$ cat src/logic/chmove_pkg.sv
// Shared constants and carriers for the channel move and flow add logic
`default_nettype none
package chmove_pkg;
    localparam int          CH_W             = 8;
    localparam logic [7:0]  TLV_RANGING_TYPE = 8'h01;
    localparam logic [7:0]  TLV_RANGING_LEN  = 8'h01;
    localparam logic [7:0]  TLV_QOS_TYPE     = 8'h02;
    localparam logic [7:0]  TLV_CLASS_TYPE   = 8'h03;
    localparam logic [7:0]  TLV_HDRS_TYPE    = 8'h04;
    localparam logic [7:0]  TLV_SCNAME_TYPE  = 8'h05;
    localparam logic [7:0]  TLV_KEYSEQ_TYPE  = 8'h06;
    localparam logic [7:0]  TLV_DIGEST_TYPE  = 8'h07;
    localparam logic [7:0]  TLV_FREF_TYPE    = 8'h08;
    localparam logic [7:0]  TLV_CREF_TYPE    = 8'h09;
    localparam logic [7:0]  RNG_INITIAL      = 8'h00;
    localparam logic [7:0]  RNG_STATION      = 8'h01;
    localparam logic [7:0]  RNG_EITHER       = 8'h02;
    localparam logic [7:0]  RNG_DIRECT       = 8'h03;
    localparam logic [7:0]  RESET_CHANNEL    = 8'h00;
    localparam logic [15:0] RESET_TRANS_ID   = 16'h0001;
    localparam logic [7:0]  FLOW_REF_UP      = 8'h01;
    localparam logic [7:0]  FLOW_REF_DOWN    = 8'h02;
    localparam logic [7:0]  CLASS_REF_BASE   = 8'h01;
    localparam logic [7:0]  LEN_ONE          = 8'h01;
    localparam logic [7:0]  LEN_TWO          = 8'h02;

    typedef enum logic [1:0] {
        RANGE_INITIAL,
        RANGE_STATION,
        RANGE_NONE
    } range_mode_t;

    typedef struct packed {
        logic [7:0] data;
        logic       first;
        logic       last;
    } byte_beat_t;

    typedef struct packed {
        logic       want_up;
        logic       want_down;
        logic       with_class;
        logic       with_hdrs;
        logic       use_scname;
        logic       privacy;
        logic [7:0] key_seq;
    } flow_add_cmd_t;
endpackage : chmove_pkg
`default_nettype wire

$ cat src/logic/tlv_emit.sv
// One-tuple emitter: type, length, then up to two value octets
`timescale 1ns/100ps
`default_nettype none
module tlv_emit (
    input  wire logic       mclk,
    input  wire logic       sys_rst,
    input  wire logic       clk_en,
    input  wire logic       start,
    input  wire logic [7:0] tlv_type,
    input  wire logic [7:0] tlv_len,
    input  wire logic [15:0] value,
    input  wire logic       beat_ready,
    output logic            beat_valid,
    output logic [7:0]      beat_data,
    output logic            done
);
    logic [1:0] idx_reg;
    logic [1:0] idx_next;
    logic       busy_reg;
    wire  logic [1:0] last_idx = (tlv_len == chmove_pkg::LEN_TWO) ? 2'h3
                                                                  : 2'h2;
    wire  logic step = busy_reg && beat_ready;

    assign beat_valid = busy_reg;
    // Type and length are single octets
    // one octet fields
    assign beat_data  = (idx_reg == 2'h0) ? tlv_type :
                        (idx_reg == 2'h1) ? tlv_len  :
                        (idx_reg == 2'h2 && last_idx == 2'h3) ? value[15:8]
                                                              : value[7:0];
    assign done       = step && (idx_reg == last_idx);
    assign idx_next   = done ? 2'h0 : idx_reg + 2'h1;

    always_ff @(posedge mclk) begin
        if (sys_rst) begin
            idx_reg  <= 2'h0;
            busy_reg <= 1'b0;
        end else if (clk_en) begin
            if (start && !busy_reg) busy_reg <= 1'b1;
            else if (done) busy_reg <= 1'b0;
            if (step) idx_reg <= idx_next;
        end
    end
endmodule // tlv_emit
`default_nettype wire

$ cat src/logic/chmove_flowadd.sv
// Subscriber modem channel move handler and flow add request builder
`timescale 1ns/100ps
`default_nettype none
////////////////////////////////////////////////////////////////////////////
module chmove_flowadd (
    input  wire logic                     mclk,
    input  wire logic                     sys_rst,
    input  wire logic                     clk_en,
    input  wire chmove_pkg::byte_beat_t   rx_beat,
    input  wire logic                     rx_valid,
    input  wire logic                     tx_ready,
    output logic                          tx_valid,
    output chmove_pkg::byte_beat_t        tx_beat,
    output logic                          reply_busy,
    input  wire logic                     switch_done,
    input  wire logic                     range_done,
    output logic [7:0]                    active_channel,
    output chmove_pkg::range_mode_t       range_mode,
    output logic                          switch_req,
    output logic                          range_req,
    output logic                          range_broadcast,
    output logic                          change_busy,
    input  wire logic                     prefer_station,
    input  wire logic                     fa_start,
    input  wire chmove_pkg::flow_add_cmd_t fa_cmd,
    input  wire logic [7:0]               digest_byte,
    output logic                          fa_busy,
    output logic [15:0]                   fa_trans_id
);
    typedef enum logic [1:0] { RX_CHAN, RX_TYPE, RX_LEN, RX_VAL } rx_t;
    typedef enum logic [2:0] {
        CH_IDLE, CH_REPLY, CH_SWITCH, CH_RANGE
    } ch_t;
    typedef enum logic [3:0] {
        FA_IDLE, FA_TID_H, FA_TID_L, FA_UP, FA_UPQ, FA_DOWN, FA_DNQ,
        FA_CLASS, FA_HDRS, FA_KEY, FA_DIGEST
    } fa_t;

    ////////////////////////////////////////////////////////////////////////
    // Request parser
    rx_t         rx_reg;
    logic [7:0]  tgt_reg;
    logic [7:0]  ttype_reg;
    logic [7:0]  tlen_reg;
    logic [7:0]  rng_reg;
    logic        rng_seen_reg;
    logic        req_done;
    ch_t         ch_reg;
    logic [7:0]  chan_reg;
    logic [7:0]  reply_chan_reg;
    logic        same_reg;
    chmove_pkg::range_mode_t mode_reg;
    logic        rx_take;

    assign rx_take  = rx_valid && clk_en && (ch_reg == CH_IDLE);
    assign req_done = rx_take && rx_beat.last;

    always_ff @(posedge mclk) begin
        if (sys_rst) begin
            rx_reg       <= RX_CHAN;
            tgt_reg      <= 8'h00;
            ttype_reg    <= 8'h00;
            tlen_reg     <= 8'h00;
            rng_reg      <= 8'h00;
            rng_seen_reg <= 1'b0;
        end else if (rx_take) begin
            case (rx_reg)
                RX_CHAN: begin
                    tgt_reg      <= rx_beat.data;
                    rng_seen_reg <= 1'b0;
                    rx_reg       <= RX_TYPE;
                end
                RX_TYPE: begin
                    ttype_reg <= rx_beat.data;
                    rx_reg    <= RX_LEN;
                end
                RX_LEN: begin
                    tlen_reg <= rx_beat.data;
                    rx_reg   <= (rx_beat.data == 8'h00) ? RX_TYPE : RX_VAL;
                end
                RX_VAL: begin
                    if (ttype_reg == chmove_pkg::TLV_RANGING_TYPE &&
                        tlen_reg == chmove_pkg::TLV_RANGING_LEN) begin
                        rng_reg      <= rx_beat.data;
                        rng_seen_reg <= 1'b1;
                    end
                    tlen_reg <= tlen_reg - 8'h01;
                    if (tlen_reg == 8'h01) rx_reg <= RX_TYPE;
                end
                default: rx_reg <= RX_CHAN;
            endcase
            if (rx_beat.last) rx_reg <= RX_CHAN;
        end
    end

    ////////////////////////////////////////////////////////////////////////
    // Ranging choice
    logic        rng_final;
    logic [7:0]  rng_val;
    chmove_pkg::range_mode_t mode_sel;
    // Last beat may itself hold the ranging value
    assign rng_final = (rx_reg == RX_VAL) &&
                       ttype_reg == chmove_pkg::TLV_RANGING_TYPE &&
                       tlen_reg == chmove_pkg::TLV_RANGING_LEN;
    assign rng_val   = rng_final ? rx_beat.data : rng_reg;
    assign mode_sel  = !(rng_final || (rng_seen_reg && rx_reg != RX_CHAN))
                       ? chmove_pkg::RANGE_INITIAL :
        rng_val == chmove_pkg::RNG_STATION ? chmove_pkg::RANGE_STATION :
        rng_val == chmove_pkg::RNG_DIRECT  ? chmove_pkg::RANGE_NONE :
        (rng_val == chmove_pkg::RNG_EITHER && prefer_station)
                                           ? chmove_pkg::RANGE_STATION
                                           : chmove_pkg::RANGE_INITIAL;

    ////////////////////////////////////////////////////////////////////////
    // Channel change sequencer
    logic       ch_valid;
    logic [7:0] ch_data;
    logic       ch_done;
    logic       ch_ready;
    logic       ch_first_reg;
    logic [7:0] req_chan;
    assign req_chan = (rx_reg == RX_CHAN) ? rx_beat.data : tgt_reg;
    always_ff @(posedge mclk) begin
        if (sys_rst) begin
            ch_reg         <= CH_IDLE;
            chan_reg       <= chmove_pkg::RESET_CHANNEL;
            reply_chan_reg <= chmove_pkg::RESET_CHANNEL;
            same_reg       <= 1'b0;
            mode_reg       <= chmove_pkg::RANGE_INITIAL;
            ch_first_reg   <= 1'b0;
        end else if (clk_en) begin
            case (ch_reg)
                CH_IDLE: if (req_done) begin
                    reply_chan_reg <= req_chan;
                    same_reg       <= (req_chan == chan_reg);
                    mode_reg       <= mode_sel;
                    ch_first_reg   <= 1'b1;
                    ch_reg         <= CH_REPLY;
                end
                CH_REPLY: begin
                    if (ch_valid && ch_ready) ch_first_reg <= 1'b0;
                    if (ch_done) ch_reg <= same_reg ? CH_IDLE : CH_SWITCH;
                end
                CH_SWITCH: if (switch_done) begin
                    chan_reg <= reply_chan_reg;
                    ch_reg   <= (mode_reg == chmove_pkg::RANGE_NONE) ?
                                CH_IDLE : CH_RANGE;
                end
                CH_RANGE: if (range_done) ch_reg <= CH_IDLE;
                default: ch_reg <= CH_IDLE;
            endcase
        end
    end

    // Reply is the channel byte alone
    assign ch_valid      = (ch_reg == CH_REPLY);
    assign ch_data       = reply_chan_reg;
    assign ch_done       = ch_valid && ch_ready;
    assign switch_req    = (ch_reg == CH_SWITCH);
    assign range_req     = (ch_reg == CH_RANGE);
    assign range_broadcast = (ch_reg == CH_RANGE);
    assign range_mode    = mode_reg;
    assign change_busy   = (ch_reg != CH_IDLE);
    assign active_channel = chan_reg;
    assign reply_busy    = ch_valid;

    ////////////////////////////////////////////////////////////////////////
    // Flow add request builder
    fa_t           fa_reg;
    fa_t           fa_next;
    chmove_pkg::flow_add_cmd_t cmd_reg;
    logic [15:0]   tid_reg;
    logic          fa_first_reg;
    logic          t_start;
    logic [7:0]    t_type;
    logic [7:0]    t_len;
    logic [15:0]   t_val;
    logic          t_valid;
    logic [7:0]    t_data;
    logic          t_done;
    logic          fa_beat;
    logic          fa_hold_reg;

    wire logic fa_ok = fa_cmd.want_up || fa_cmd.want_down;
    wire logic in_tlv = (fa_reg != FA_IDLE) && (fa_reg != FA_TID_H) &&
                        (fa_reg != FA_TID_L);

    // Step through optional tuples; digest comes last when privacy is set
    // digest final
    always_comb begin
        fa_next = FA_IDLE;
        case (fa_reg)
            FA_TID_L:  fa_next = cmd_reg.want_up ? FA_UP : FA_DOWN;
            FA_UP:     fa_next = FA_UPQ;
            FA_UPQ:    fa_next = cmd_reg.want_down  ? FA_DOWN :
                                 cmd_reg.with_class ? FA_CLASS :
                                 cmd_reg.with_hdrs  ? FA_HDRS :
                                 cmd_reg.privacy    ? FA_KEY : FA_IDLE;
            FA_DOWN:   fa_next = FA_DNQ;
            FA_DNQ:    fa_next = cmd_reg.with_class ? FA_CLASS :
                                 cmd_reg.with_hdrs  ? FA_HDRS :
                                 cmd_reg.privacy    ? FA_KEY : FA_IDLE;
            FA_CLASS:  fa_next = cmd_reg.with_hdrs  ? FA_HDRS :
                                 cmd_reg.privacy    ? FA_KEY : FA_IDLE;
            FA_HDRS:   fa_next = cmd_reg.privacy ? FA_KEY : FA_IDLE;
            FA_KEY:    fa_next = FA_DIGEST;
            default:   fa_next = FA_IDLE;
        endcase
    end

    assign t_type = (fa_reg == FA_UP || fa_reg == FA_DOWN) ?
                        chmove_pkg::TLV_FREF_TYPE :
                    (fa_reg == FA_UPQ || fa_reg == FA_DNQ) ?
                        (cmd_reg.use_scname ? chmove_pkg::TLV_SCNAME_TYPE
                                            : chmove_pkg::TLV_QOS_TYPE) :
                    (fa_reg == FA_CLASS)  ? chmove_pkg::TLV_CREF_TYPE :
                    (fa_reg == FA_HDRS)   ? chmove_pkg::TLV_HDRS_TYPE :
                    (fa_reg == FA_KEY)    ? chmove_pkg::TLV_KEYSEQ_TYPE
                                          : chmove_pkg::TLV_DIGEST_TYPE;
    assign t_len  = (fa_reg == FA_HDRS) ? chmove_pkg::LEN_TWO
                                        : chmove_pkg::LEN_ONE;
    assign t_val  = (fa_reg == FA_UP || fa_reg == FA_UPQ) ?
                        {8'h00, chmove_pkg::FLOW_REF_UP} :
                    (fa_reg == FA_DOWN || fa_reg == FA_DNQ) ?
                        {8'h00, chmove_pkg::FLOW_REF_DOWN} :
                    (fa_reg == FA_CLASS) ? {8'h00, chmove_pkg::CLASS_REF_BASE} :
                    (fa_reg == FA_HDRS)  ? {chmove_pkg::CLASS_REF_BASE,
                                            cmd_reg.want_up ?
                                            chmove_pkg::FLOW_REF_UP :
                                            chmove_pkg::FLOW_REF_DOWN} :
                    (fa_reg == FA_KEY)   ? {8'h00, cmd_reg.key_seq}
                                         : {8'h00, digest_byte};
    assign t_start = in_tlv && !fa_hold_reg;

    tlv_emit u_emit (
        .mclk       (mclk),
        .sys_rst    (sys_rst),
        .clk_en     (clk_en),
        .start      (t_start),
        .tlv_type   (t_type),
        .tlv_len    (t_len),
        .value      (t_val),
        .beat_ready (tx_ready && !ch_valid),
        .beat_valid (t_valid),
        .beat_data  (t_data),
        .done       (t_done)
    );

    wire logic tid_beat = (fa_reg == FA_TID_H || fa_reg == FA_TID_L) &&
                          !ch_valid && tx_ready && clk_en;
    always_ff @(posedge mclk) begin
        if (sys_rst) begin
            fa_reg       <= FA_IDLE;
            cmd_reg      <= '0;
            tid_reg      <= chmove_pkg::RESET_TRANS_ID;
            fa_first_reg <= 1'b0;
            fa_hold_reg  <= 1'b0;
        end else if (clk_en) begin
            if (fa_reg == FA_IDLE && fa_start && fa_ok) begin
                cmd_reg      <= fa_cmd;
                fa_first_reg <= 1'b1;
                fa_reg       <= FA_TID_H;
            end else if (fa_reg == FA_TID_H && tid_beat) begin
                fa_first_reg <= 1'b0;
                fa_reg       <= FA_TID_L;
            end else if (fa_reg == FA_TID_L && tid_beat) begin
                fa_reg <= fa_next;
            end else if (in_tlv) begin
                fa_hold_reg <= !t_done;
                if (t_done) begin
                    fa_reg <= fa_next;
                    if (fa_next == FA_IDLE) tid_reg <= tid_reg + 16'h0001;
                end
            end
        end
    end

    assign fa_beat     = (fa_reg == FA_TID_H || fa_reg == FA_TID_L) || t_valid;
    assign fa_busy     = (fa_reg != FA_IDLE);
    assign fa_trans_id = tid_reg;

    // Channel reply wins the port; flow add waits a beat
    assign tx_valid      = ch_valid || fa_beat;
    wire logic [7:0] tx_data = ch_valid ? ch_data :
                               (fa_reg == FA_TID_H) ? tid_reg[15:8] :
                               (fa_reg == FA_TID_L) ? tid_reg[7:0] : t_data;
    wire logic tx_first = ch_valid ? ch_first_reg : fa_first_reg;
    wire logic tx_last  = ch_valid || (t_done && (fa_next == FA_IDLE));
    assign tx_beat       = {tx_data, tx_first, tx_last};
    assign ch_ready      = tx_ready;

    ////////////////////////////////////////////////////////////////////////
    // Checks
    // echo check
    chk_reply_echo: assert property (@(posedge mclk) disable iff (sys_rst)
        (clk_en && ch_reg == CH_IDLE && req_done)
        |=> (tx_valid && tx_beat.data == $past(req_chan)))
        else $error("reply channel differs from request");
    chk_switch_order: assert property (@(posedge mclk) disable iff (sys_rst)
        $rose(switch_req) |-> $past(ch_reg == CH_REPLY))
        else $error("switch started without reply");
    chk_range_default: assert property (@(posedge mclk) disable iff (sys_rst)
        (clk_en && req_done && (rx_reg == RX_CHAN || (!rng_final
         && !rng_seen_reg))) |=> (range_mode == chmove_pkg::RANGE_INITIAL))
        else $error("absent ranging did not pick initial");
    chk_range_big: assert property (@(posedge mclk) disable iff (sys_rst)
        (clk_en && ch_reg == CH_IDLE && req_done && rng_val > 8'h03)
        |=> (range_mode == chmove_pkg::RANGE_INITIAL))
        else $error("bad ranging value not initial");
    chk_same_chan: assert property (@(posedge mclk) disable iff (sys_rst)
        (ch_reg == CH_REPLY && same_reg && ch_done && clk_en)
        |=> (ch_reg == CH_IDLE))
        else $error("same channel request caused a switch");
    chk_rerange: assert property (@(posedge mclk) disable iff (sys_rst)
        (ch_reg == CH_SWITCH && switch_done && clk_en && mode_reg
         != chmove_pkg::RANGE_NONE) |=> (range_req && range_broadcast))
        else $error("no broadcast ranging after switch");
    chk_ignore_busy: assert property (@(posedge mclk) disable iff (sys_rst)
        (change_busy && rx_valid) |=> ($stable(tgt_reg) && $stable(rx_reg)))
        else $error("request taken during change");
    chk_digest_last: assert property (@(posedge mclk) disable iff (sys_rst)
        (tx_valid && tx_beat.last && !ch_valid && cmd_reg.privacy)
        |-> (fa_reg == FA_DIGEST))
        else $error("digest not final attribute");
endmodule // chmove_flowadd
`default_nettype wire

$ cat config.mk
export PLATFORM = sky130hd
export DESIGN_NAME = chmove_flowadd
export DESIGN_NICKNAME = d
export VERILOG_FILES = /design/src/logic/chmove_pkg.sv /design/src/logic/tlv_emit.sv /design/src/logic/chmove_flowadd.sv
export SDC_FILE = /design/constraint.sdc
export NUM_CORES = 1
export LEC_CHECK = 0
export ABC_AREA = 1
export BUFFER_PORTS_ARGS = -buffer_cell sky130_fd_sc_hd__buf_2
export CAP_MARGIN = 20
export CORE_MARGIN = 2
export CORE_UTILIZATION = 51
export CTS_CLUSTER_SIZE = 28
export DETAILED_ROUTE_END_ITERATION = 8
export HOLD_SLACK_MARGIN = 0.03
export PLACE_DENSITY = 0.73
export SLEW_MARGIN = 20
export SYNTH_ARGS = -nofsm -noshare
export SYNTH_HDL_FRONTEND = slang
export SYNTH_SLANG_ARGS = --single-unit
$ cat constraint.sdc
create_clock -name mclk -period 6.1 [get_ports mclk]
set_clock_uncertainty 0.2 [all_clocks]
set_input_delay 1.22 -clock mclk [delete_from_list [all_inputs] [get_ports mclk]]
set_output_delay 1.22 -clock mclk [all_outputs]
set_load 0.02 [all_outputs]
==> results.sh, run 1 <==
export IMPL_ys_async_sr_fraction_pct=0
export IMPL_tightest_slew_ns=0.886
export IMPL_finalPower_w=0.00126
export IMPL_dieWidth_microns=107
export IMPL_critPathSlowestCell="dfxtp_1"
export IMPL_r2r_cells=8
export IMPL_cts_tree="done"
export IMPL_synth_common_cells="161 x nand2_1, 105 x inv_1, 96 x dfxtp_1"
export IMPL_status="completed"
export IMPL_finish_net_count=914
export IMPL_post_placement_cell_count=988
export IMPL_drtIter0Drc=301
export IMPL_worstSetupEndpoint="tx_beat[8]"
export IMPL_synthesis_yosys_warnings=0
export IMPL_worstPathMaxFanout=5
export IMPL_yosysMostFrequentCell="nand2_1"
export IMPL_cts_root_buf="clkbuf_8"
export IMPL_timing_worst_setup_path_type="reg2out"
export IMPL_cts_buffers=9
export IMPL_crit_top_cell="nor2_1"
export IMPL_crit_path_end_kind="output port"
export IMPL_leakage_nw=2.68
export IMPL_holdBufCountCts=0
export IMPL_maximum_number_of_pins_on_one_net_before_global_route_repair=52
export IMPL_clock_share_of_power_pct=31.8
export IMPL_power_density_nw_per_um2=208
export IMPL_grt_pass1_wl_microns=24300
export IMPL_buffer_ports_inserted=82
export IMPL_routed_wire_length_per_instance_microns=14.9
export IMPL_timing_final_crit_share_pct=64.3
export IMPL_hold_viol=0
export IMPL_seq_area_frac_synth_pct=35.5
export IMPL_synth_area_per_cell_sq_um=6.79
export IMPL_clock_sink_count=96
export IMPL_critical_path_reg2reg_endpoint="rng_reg[3]"
export IMPL_layout_area_overhead_vs_synth_pct=11.7
export IMPL_ctsHtreeMaxLevel=3
export IMPL_io_pins=84
export IMPL_synth_cell_types=43
export IMPL_combPwrFrac_pct=15.8
export IMPL_max_slew_margin_rel_pct=40.7
export IMPL_timing_final_max_slew_violations=0
export IMPL_final_setup_viol_count=0
export IMPL_drt_vias_per_instance=5.47
export IMPL_synth_seq_cells=96
export IMPL_startpoint_type="register"
export IMPL_multiInputGateArea_sq_um=2900
export IMPL_dp_hpwl_microns=10900
export IMPL_groute_usage_overall_pct=26.9
export IMPL_clock_insertion_delay_worst_skew_ns=0.37
export IMPL_mappedNetlistNets=849
export IMPL_postSynthCellCount=798
export IMPL_route_vias_total=5495
export IMPL_cts_repair_resized=0
export IMPL_critical_path_n_buffers_inverters=3
export IMPL_synth_top_area_share_pct=35.5
export IMPL_cp_required_ns=4.68
export IMPL_drv_max_cap_violation_count=0
export IMPL_power_share_sequential_pct=52.3
export IMPL_worstSetupPathDepth=12
export IMPL_detailedRoute_firstPassIterationCount=6
export IMPL_initial_utilization_pct=52.5
export IMPL_number_of_antenna_violations_at_the_first_check_in_global_routing=0
export IMPL_antenna_violating_nets_post_route=0
export IMPL_tns_ns=0
export IMPL_gpl_final_weighted_congestion=0.958
export IMPL_synthTopCellsByArea="dfxtp_1 35%, nand2_1 11%, a21oi_1 8.3%, o21ai_0 7.7%, inv_1 7.3%"
export IMPL_p_sw_share_pct=31.0
export IMPL_std_cell_rows=37
export IMPL_largest_register_ffs=16
export IMPL_worstPathArrival_ns=2.50
export IMPL_fmax_mhz=255
export IMPL_syn_cell_area_sq_um=5420
export IMPL_hold_path_class="reg2reg"
export IMPL_timing_critical_path_from="u_emit.idx_reg[0]"
export IMPL_r2r_setup_slack_ns=3.50
export IMPL_worst_r2r_startpoint="rx_reg[0]"
export IMPL_critPathTopFamily="simple AND/OR/NAND/NOR gates"
export IMPL_grt_pass1_vias=5129
export IMPL_finalCoreUtilization_pct=58.6
export IMPL_finalWirelength_microns=15000
export IMPL_crit_chain="inv_1 > ha_1 > inv_1 > nor2_1 > nor2_1 > nand3_1 > nor2_1 > nand2_1 > nand3_1 > o21ai_0 > o21ai_1 > buf_2"
export IMPL_max_clock_path_buffers=2
export IMPL_number_of_enable_type_register_cells_in_the_synthesized_netlist=0
export IMPL_postSynth_topFlopCell="dfxtp_1"
export IMPL_internal_w=0.000870
export IMPL_antenna_diode_instance_count=0
export IMPL_finalNonFillerCells=1004
export IMPL_grt_residual_overflow=0
export IMPL_power_switching_w=0.000391
export IMPL_rsz_0062_raised_after_global_routing="no"
export IMPL_die_h_microns=107
export IMPL_core_area_sq_um=10300
export IMPL_seq_area_sq_um=1920
export IMPL_drcViolationCount=0
export IMPL_cts_post_setup_buffers_inserted=0
export IMPL_final_min_clock_period_ns=3.92
export IMPL_worstHoldPathCells=2
export IMPL_final_layout_size_suffix_gt1_share_pct=15.4
export IMPL_filler_cell_count=1005
export IMPL_netlist_top_cell_by_area="dfxtp_1"
export IMPL_floorplan_die_area_sq_um=11500
export IMPL_ir_drop_v=0.000115
export IMPL_critical_path_max_stage_delay_ns=0.46
export IMPL_path_clk_slew_ns=0.10
[logic make-up (layout without fill, tap and decap cells)]
family,count (synthesis),after routing,synth area share [%]
AND/OR/NAND/NOR,304,304,25.6
AO/OA/AOI/OAI,217,217,21.9
buffers and inverters,148,218,10.9
flip-flops,96,96,35.5
XOR/XNOR,23,23,3.86
adder cells (fa/ha/maj),10,10,2.31
[layer usage]
layer | wire [microns] | share of wire [%] | global-route usage, %
met3 | 1030 | 6.8 | 3.83
met1 | 6570 | 44 | 34.5
met2 | 7050 | 47 | 45.1
met5 | 0 | 0 | 0
met4 | 369 | 2.5 | 11.5
[tightest hold or removal path, cell delays in order (launching register included)]
cell	delay (ns)
dfxtp_1	0.32
inv_1	0.05
a21oi_1	0.05
[stage by stage]
stage	setup slack, ns	instance area [sq um]	hold WS, ns
4_1_cts	2.26	6050	0.256
5_1_grt	1.95	6050	0.277
3_3_place_gp	2.35	5870	0.234
6_report	2.18	6050	0.257
2_1_floorplan	2.61	5420	0.224
3_5_place_dp	2.32	5870	0.243
[layout by cell type (no fill, tap or decap), drive strengths merged, types with 4 or more instances in the layout]
cell type	count
nor3	7
a31oi	4
inv	114
nand2	168
nor2	66
xor2	14
ha	10
buf	85
dfxtp	96
clkinv	6
a21oi	90
o211ai	5
nor4	4
xnor2	9
nand3	33
nand4	23
o21ai	90
a211oi	13
clkbuf	11
[worst min-delay path by stage]
stage	startpoint	to
after floorplan	rng_reg[5]	rng_reg[5]
after detailed placement	ch_first_reg	ch_first_reg
after global routing	rng_reg[4]	rng_reg[4]
final	rng_reg[5]	rng_reg[5]
after CTS	ch_first_reg	ch_first_reg
after global placement	rng_reg[5]	rng_reg[5]
[power by group through the flow]
stage / Sequential [W] / Combinational (W) / Clock (W)
after CTS: 0.000660 / 0.000198 / 0.000408
after global placement: 0.000674 / 0.000194 / 0
after detailed placement: 0.000675 / 0.000197 / 0
final: 0.000660 / 0.000200 / 0.000401
after floorplan: 0.000671 / 0.000137 / 0
after global routing: 0.000663 / 0.000222 / 0.000432
[final cells by class]
type                    instances  area share, %
clock inverters                 5          0.682
repair buffers                 85           7.15
inverters                     117           7.26
well taps                     136           2.81
flip-flops and latches         96           31.8
clock buffers                  11           2.34
multi-input cells             554           48.0
Power figures use the tool's default switching activity.
==> run 2: changes to the inputs <==
Settings changed: PLACE_DENSITY 0.73 to 0.76.
Clock period 6.1 ns to 3.2 ns, I/O delays scaled along.
==> run 2 against run 1 <==
  * Global-route usage shrank 1.8 points
  * Flip-flop and latch count did not move
  * Worst hold slack got worse by 0.0032 ns
  * Critical path depth shrank 2
  * Sequential share of layout area is 0.36 points lower
  * Via count fell by 1.5%
  * Final cell count grew 0.80%
  * Combinational power rose by 92%
  * Core utilization is 1.1 points higher
  * Routed wire length decreased by 6.7%
  * Setup slack got worse by 2.1 ns
  * Critical endpoint is now tx_beat[4]
==> results.sh, run 2 (synthesis results as in run 1) <==
export IMPL_status="completed"
export IMPL_grt_pass1_vias=4925
export IMPL_finish_net_count=922
export IMPL_cts_root_buf="clkbuf_8"
export IMPL_cp_required_ns=2.36
export IMPL_drcViolationCount=0
export IMPL_hold_viol=0
export IMPL_gpl_final_weighted_congestion=0.936
export IMPL_largest_register_ffs=16
export IMPL_clock_sink_count=96
export IMPL_number_of_antenna_violations_at_the_first_check_in_global_routing=0
export IMPL_grt_pass1_wl_microns=23300
export IMPL_routed_wire_length_per_instance_microns=13.8
export IMPL_layout_area_overhead_vs_synth_pct=13.7
export IMPL_tightest_slew_ns=0.575
export IMPL_power_density_nw_per_um2=388
export IMPL_antenna_violating_nets_post_route=0
export IMPL_cts_buffers=9
export IMPL_hold_path_class="reg2reg"
export IMPL_std_cell_rows=37
export IMPL_grt_residual_overflow=0
export IMPL_route_vias_total=5413
export IMPL_dieWidth_microns=107
export IMPL_max_clock_path_buffers=2
export IMPL_startpoint_type="register"
export IMPL_maximum_number_of_pins_on_one_net_before_global_route_repair=51
export IMPL_clock_insertion_delay_worst_skew_ns=0.37
export IMPL_crit_path_end_kind="output port"
export IMPL_final_setup_viol_count=0
export IMPL_layout_common_cells="160 x nand2_1, 104 x inv_1, 90 x a21oi_1, 90 x dfxtp_1, 83 x o21ai_0"
export IMPL_final_layout_size_suffix_gt1_share_pct=17.8
export IMPL_drtIter0Drc=309
export IMPL_tns_ns=0
export IMPL_drv_max_cap_violation_count=0
export IMPL_timing_final_crit_share_pct=96.6
export IMPL_layout_commonest_cell="nand2_1"
export IMPL_final_min_clock_period_ns=3.09
export IMPL_antenna_diode_instance_count=0
export IMPL_buffer_ports_inserted=82
export IMPL_fmax_mhz=323
export IMPL_dp_hpwl_microns=10400
export IMPL_io_pins=84
export IMPL_path_clk_slew_ns=0.10
export IMPL_cts_tree="done"
export IMPL_timing_worst_setup_path_type="reg2out"
export IMPL_die_h_microns=107
export IMPL_finalNonFillerCells=1012
export IMPL_detailedRoute_firstPassIterationCount=5
export IMPL_finalWirelength_microns=14000
export IMPL_groute_usage_overall_pct=25.1
export IMPL_drt_vias_per_instance=5.35
export IMPL_floorplan_die_area_sq_um=11500
export IMPL_worstPathMaxFanout=12
export IMPL_ctsHtreeMaxLevel=3
export IMPL_ir_drop_v=0.000359
export IMPL_rsz_0062_raised_after_global_routing="no"
export IMPL_core_area_sq_um=10300
export IMPL_initial_utilization_pct=52.5
export IMPL_leakage_nw=2.72
export IMPL_max_slew_margin_rel_pct=61.7
export IMPL_timing_final_max_slew_violations=0
export IMPL_post_placement_cell_count=994
export IMPL_worstPathArrival_ns=2.25
[run 2: cell types whose count changed in the layout (fill, tap and decap cells not counted), moves of 3 or more]
cell / previous run / this run
buf_4: 3 / 13
dfxtp_1: 96 / 90
dfxtp_2: 0 / 4
nor2_4: 3 / 6
[run 2: final timing paths]
kind                      from      endpoint  slack, ns  cells past startpoint
setup / recovery     fa_reg[1]    tx_beat[4]       0.11                     10
hold / removal    ch_first_reg  ch_first_reg       0.25                      2
setup reg to reg     rx_reg[0]    rng_reg[4]       0.71                      8
hold reg to reg   ch_first_reg  ch_first_reg       0.25                      2
[run 2: repair_timing]
action                                 in CTS  in global routing
endpoints found under the hold margin       0                  0
hold buffers                                0                  0
setup endpoints to repair                   3                  8
gates resized for setup                     2                 18
setup buffers                               0                  2
pin swaps                                   0                  3
[run 2: report_power, final]
| group | internal [W] | switching [W] | leakage [nW] |
|---|---|---|---|
| logic | 0.000125 | 0.000261 | 1.85 |
| registers | 0.00123 | 0.0000260 | 0.782 |
| clock network | 0.000292 | 0.000456 | 0.0919 |
[run 2: layout make-up]
type                    instances  area, sq um
inverters                     117          439
clock inverters                 7         55.1
clock buffers                   9          124
repair buffers                 93          498
fillers                      1056         4160
flip-flops and latches         96         1930
multi-input cells             554         2940
well taps                     136          170
[run 2: per-stage QoR]
stage	total power [W]	setup slack (ns)	hold WS [ns]	cell area [sq um]	utilization, %
2_1_floorplan	0.00154	0.631	0.224	5420	-
3_3_place_gp	0.00166	0.404	0.237	5910	57.3
3_5_place_dp	0.00166	0.359	0.239	5910	57.3
4_1_cts	0.00240	0.0361	0.254	6090	59.0
5_1_grt	0.00250	0.0108	0.263	6160	59.7
6_report	0.00239	0.108	0.254	6160	59.7
[run 2: critical path: stages, from the launching register on]
cell and delay (ns):
dfxtp_2 0.41, inv_1 0.10, nor2_2 0.14, nand2_2 0.12, inv_2 0.22, nor2_1 0.09
nand4_1 0.08, o211ai_1 0.09, o21ai_0 0.29, o21ai_0 0.15, buf_2 0.19
[run 2: routing by layer]
layer  GRT usage (%)  share of wire [%]  routed length, microns
met1            33.3                 44                    6130
met2            41.5                 47                    6650
met3            4.50                6.3                     888
met4            7.88                2.4                     330
met5               0                  0                       0
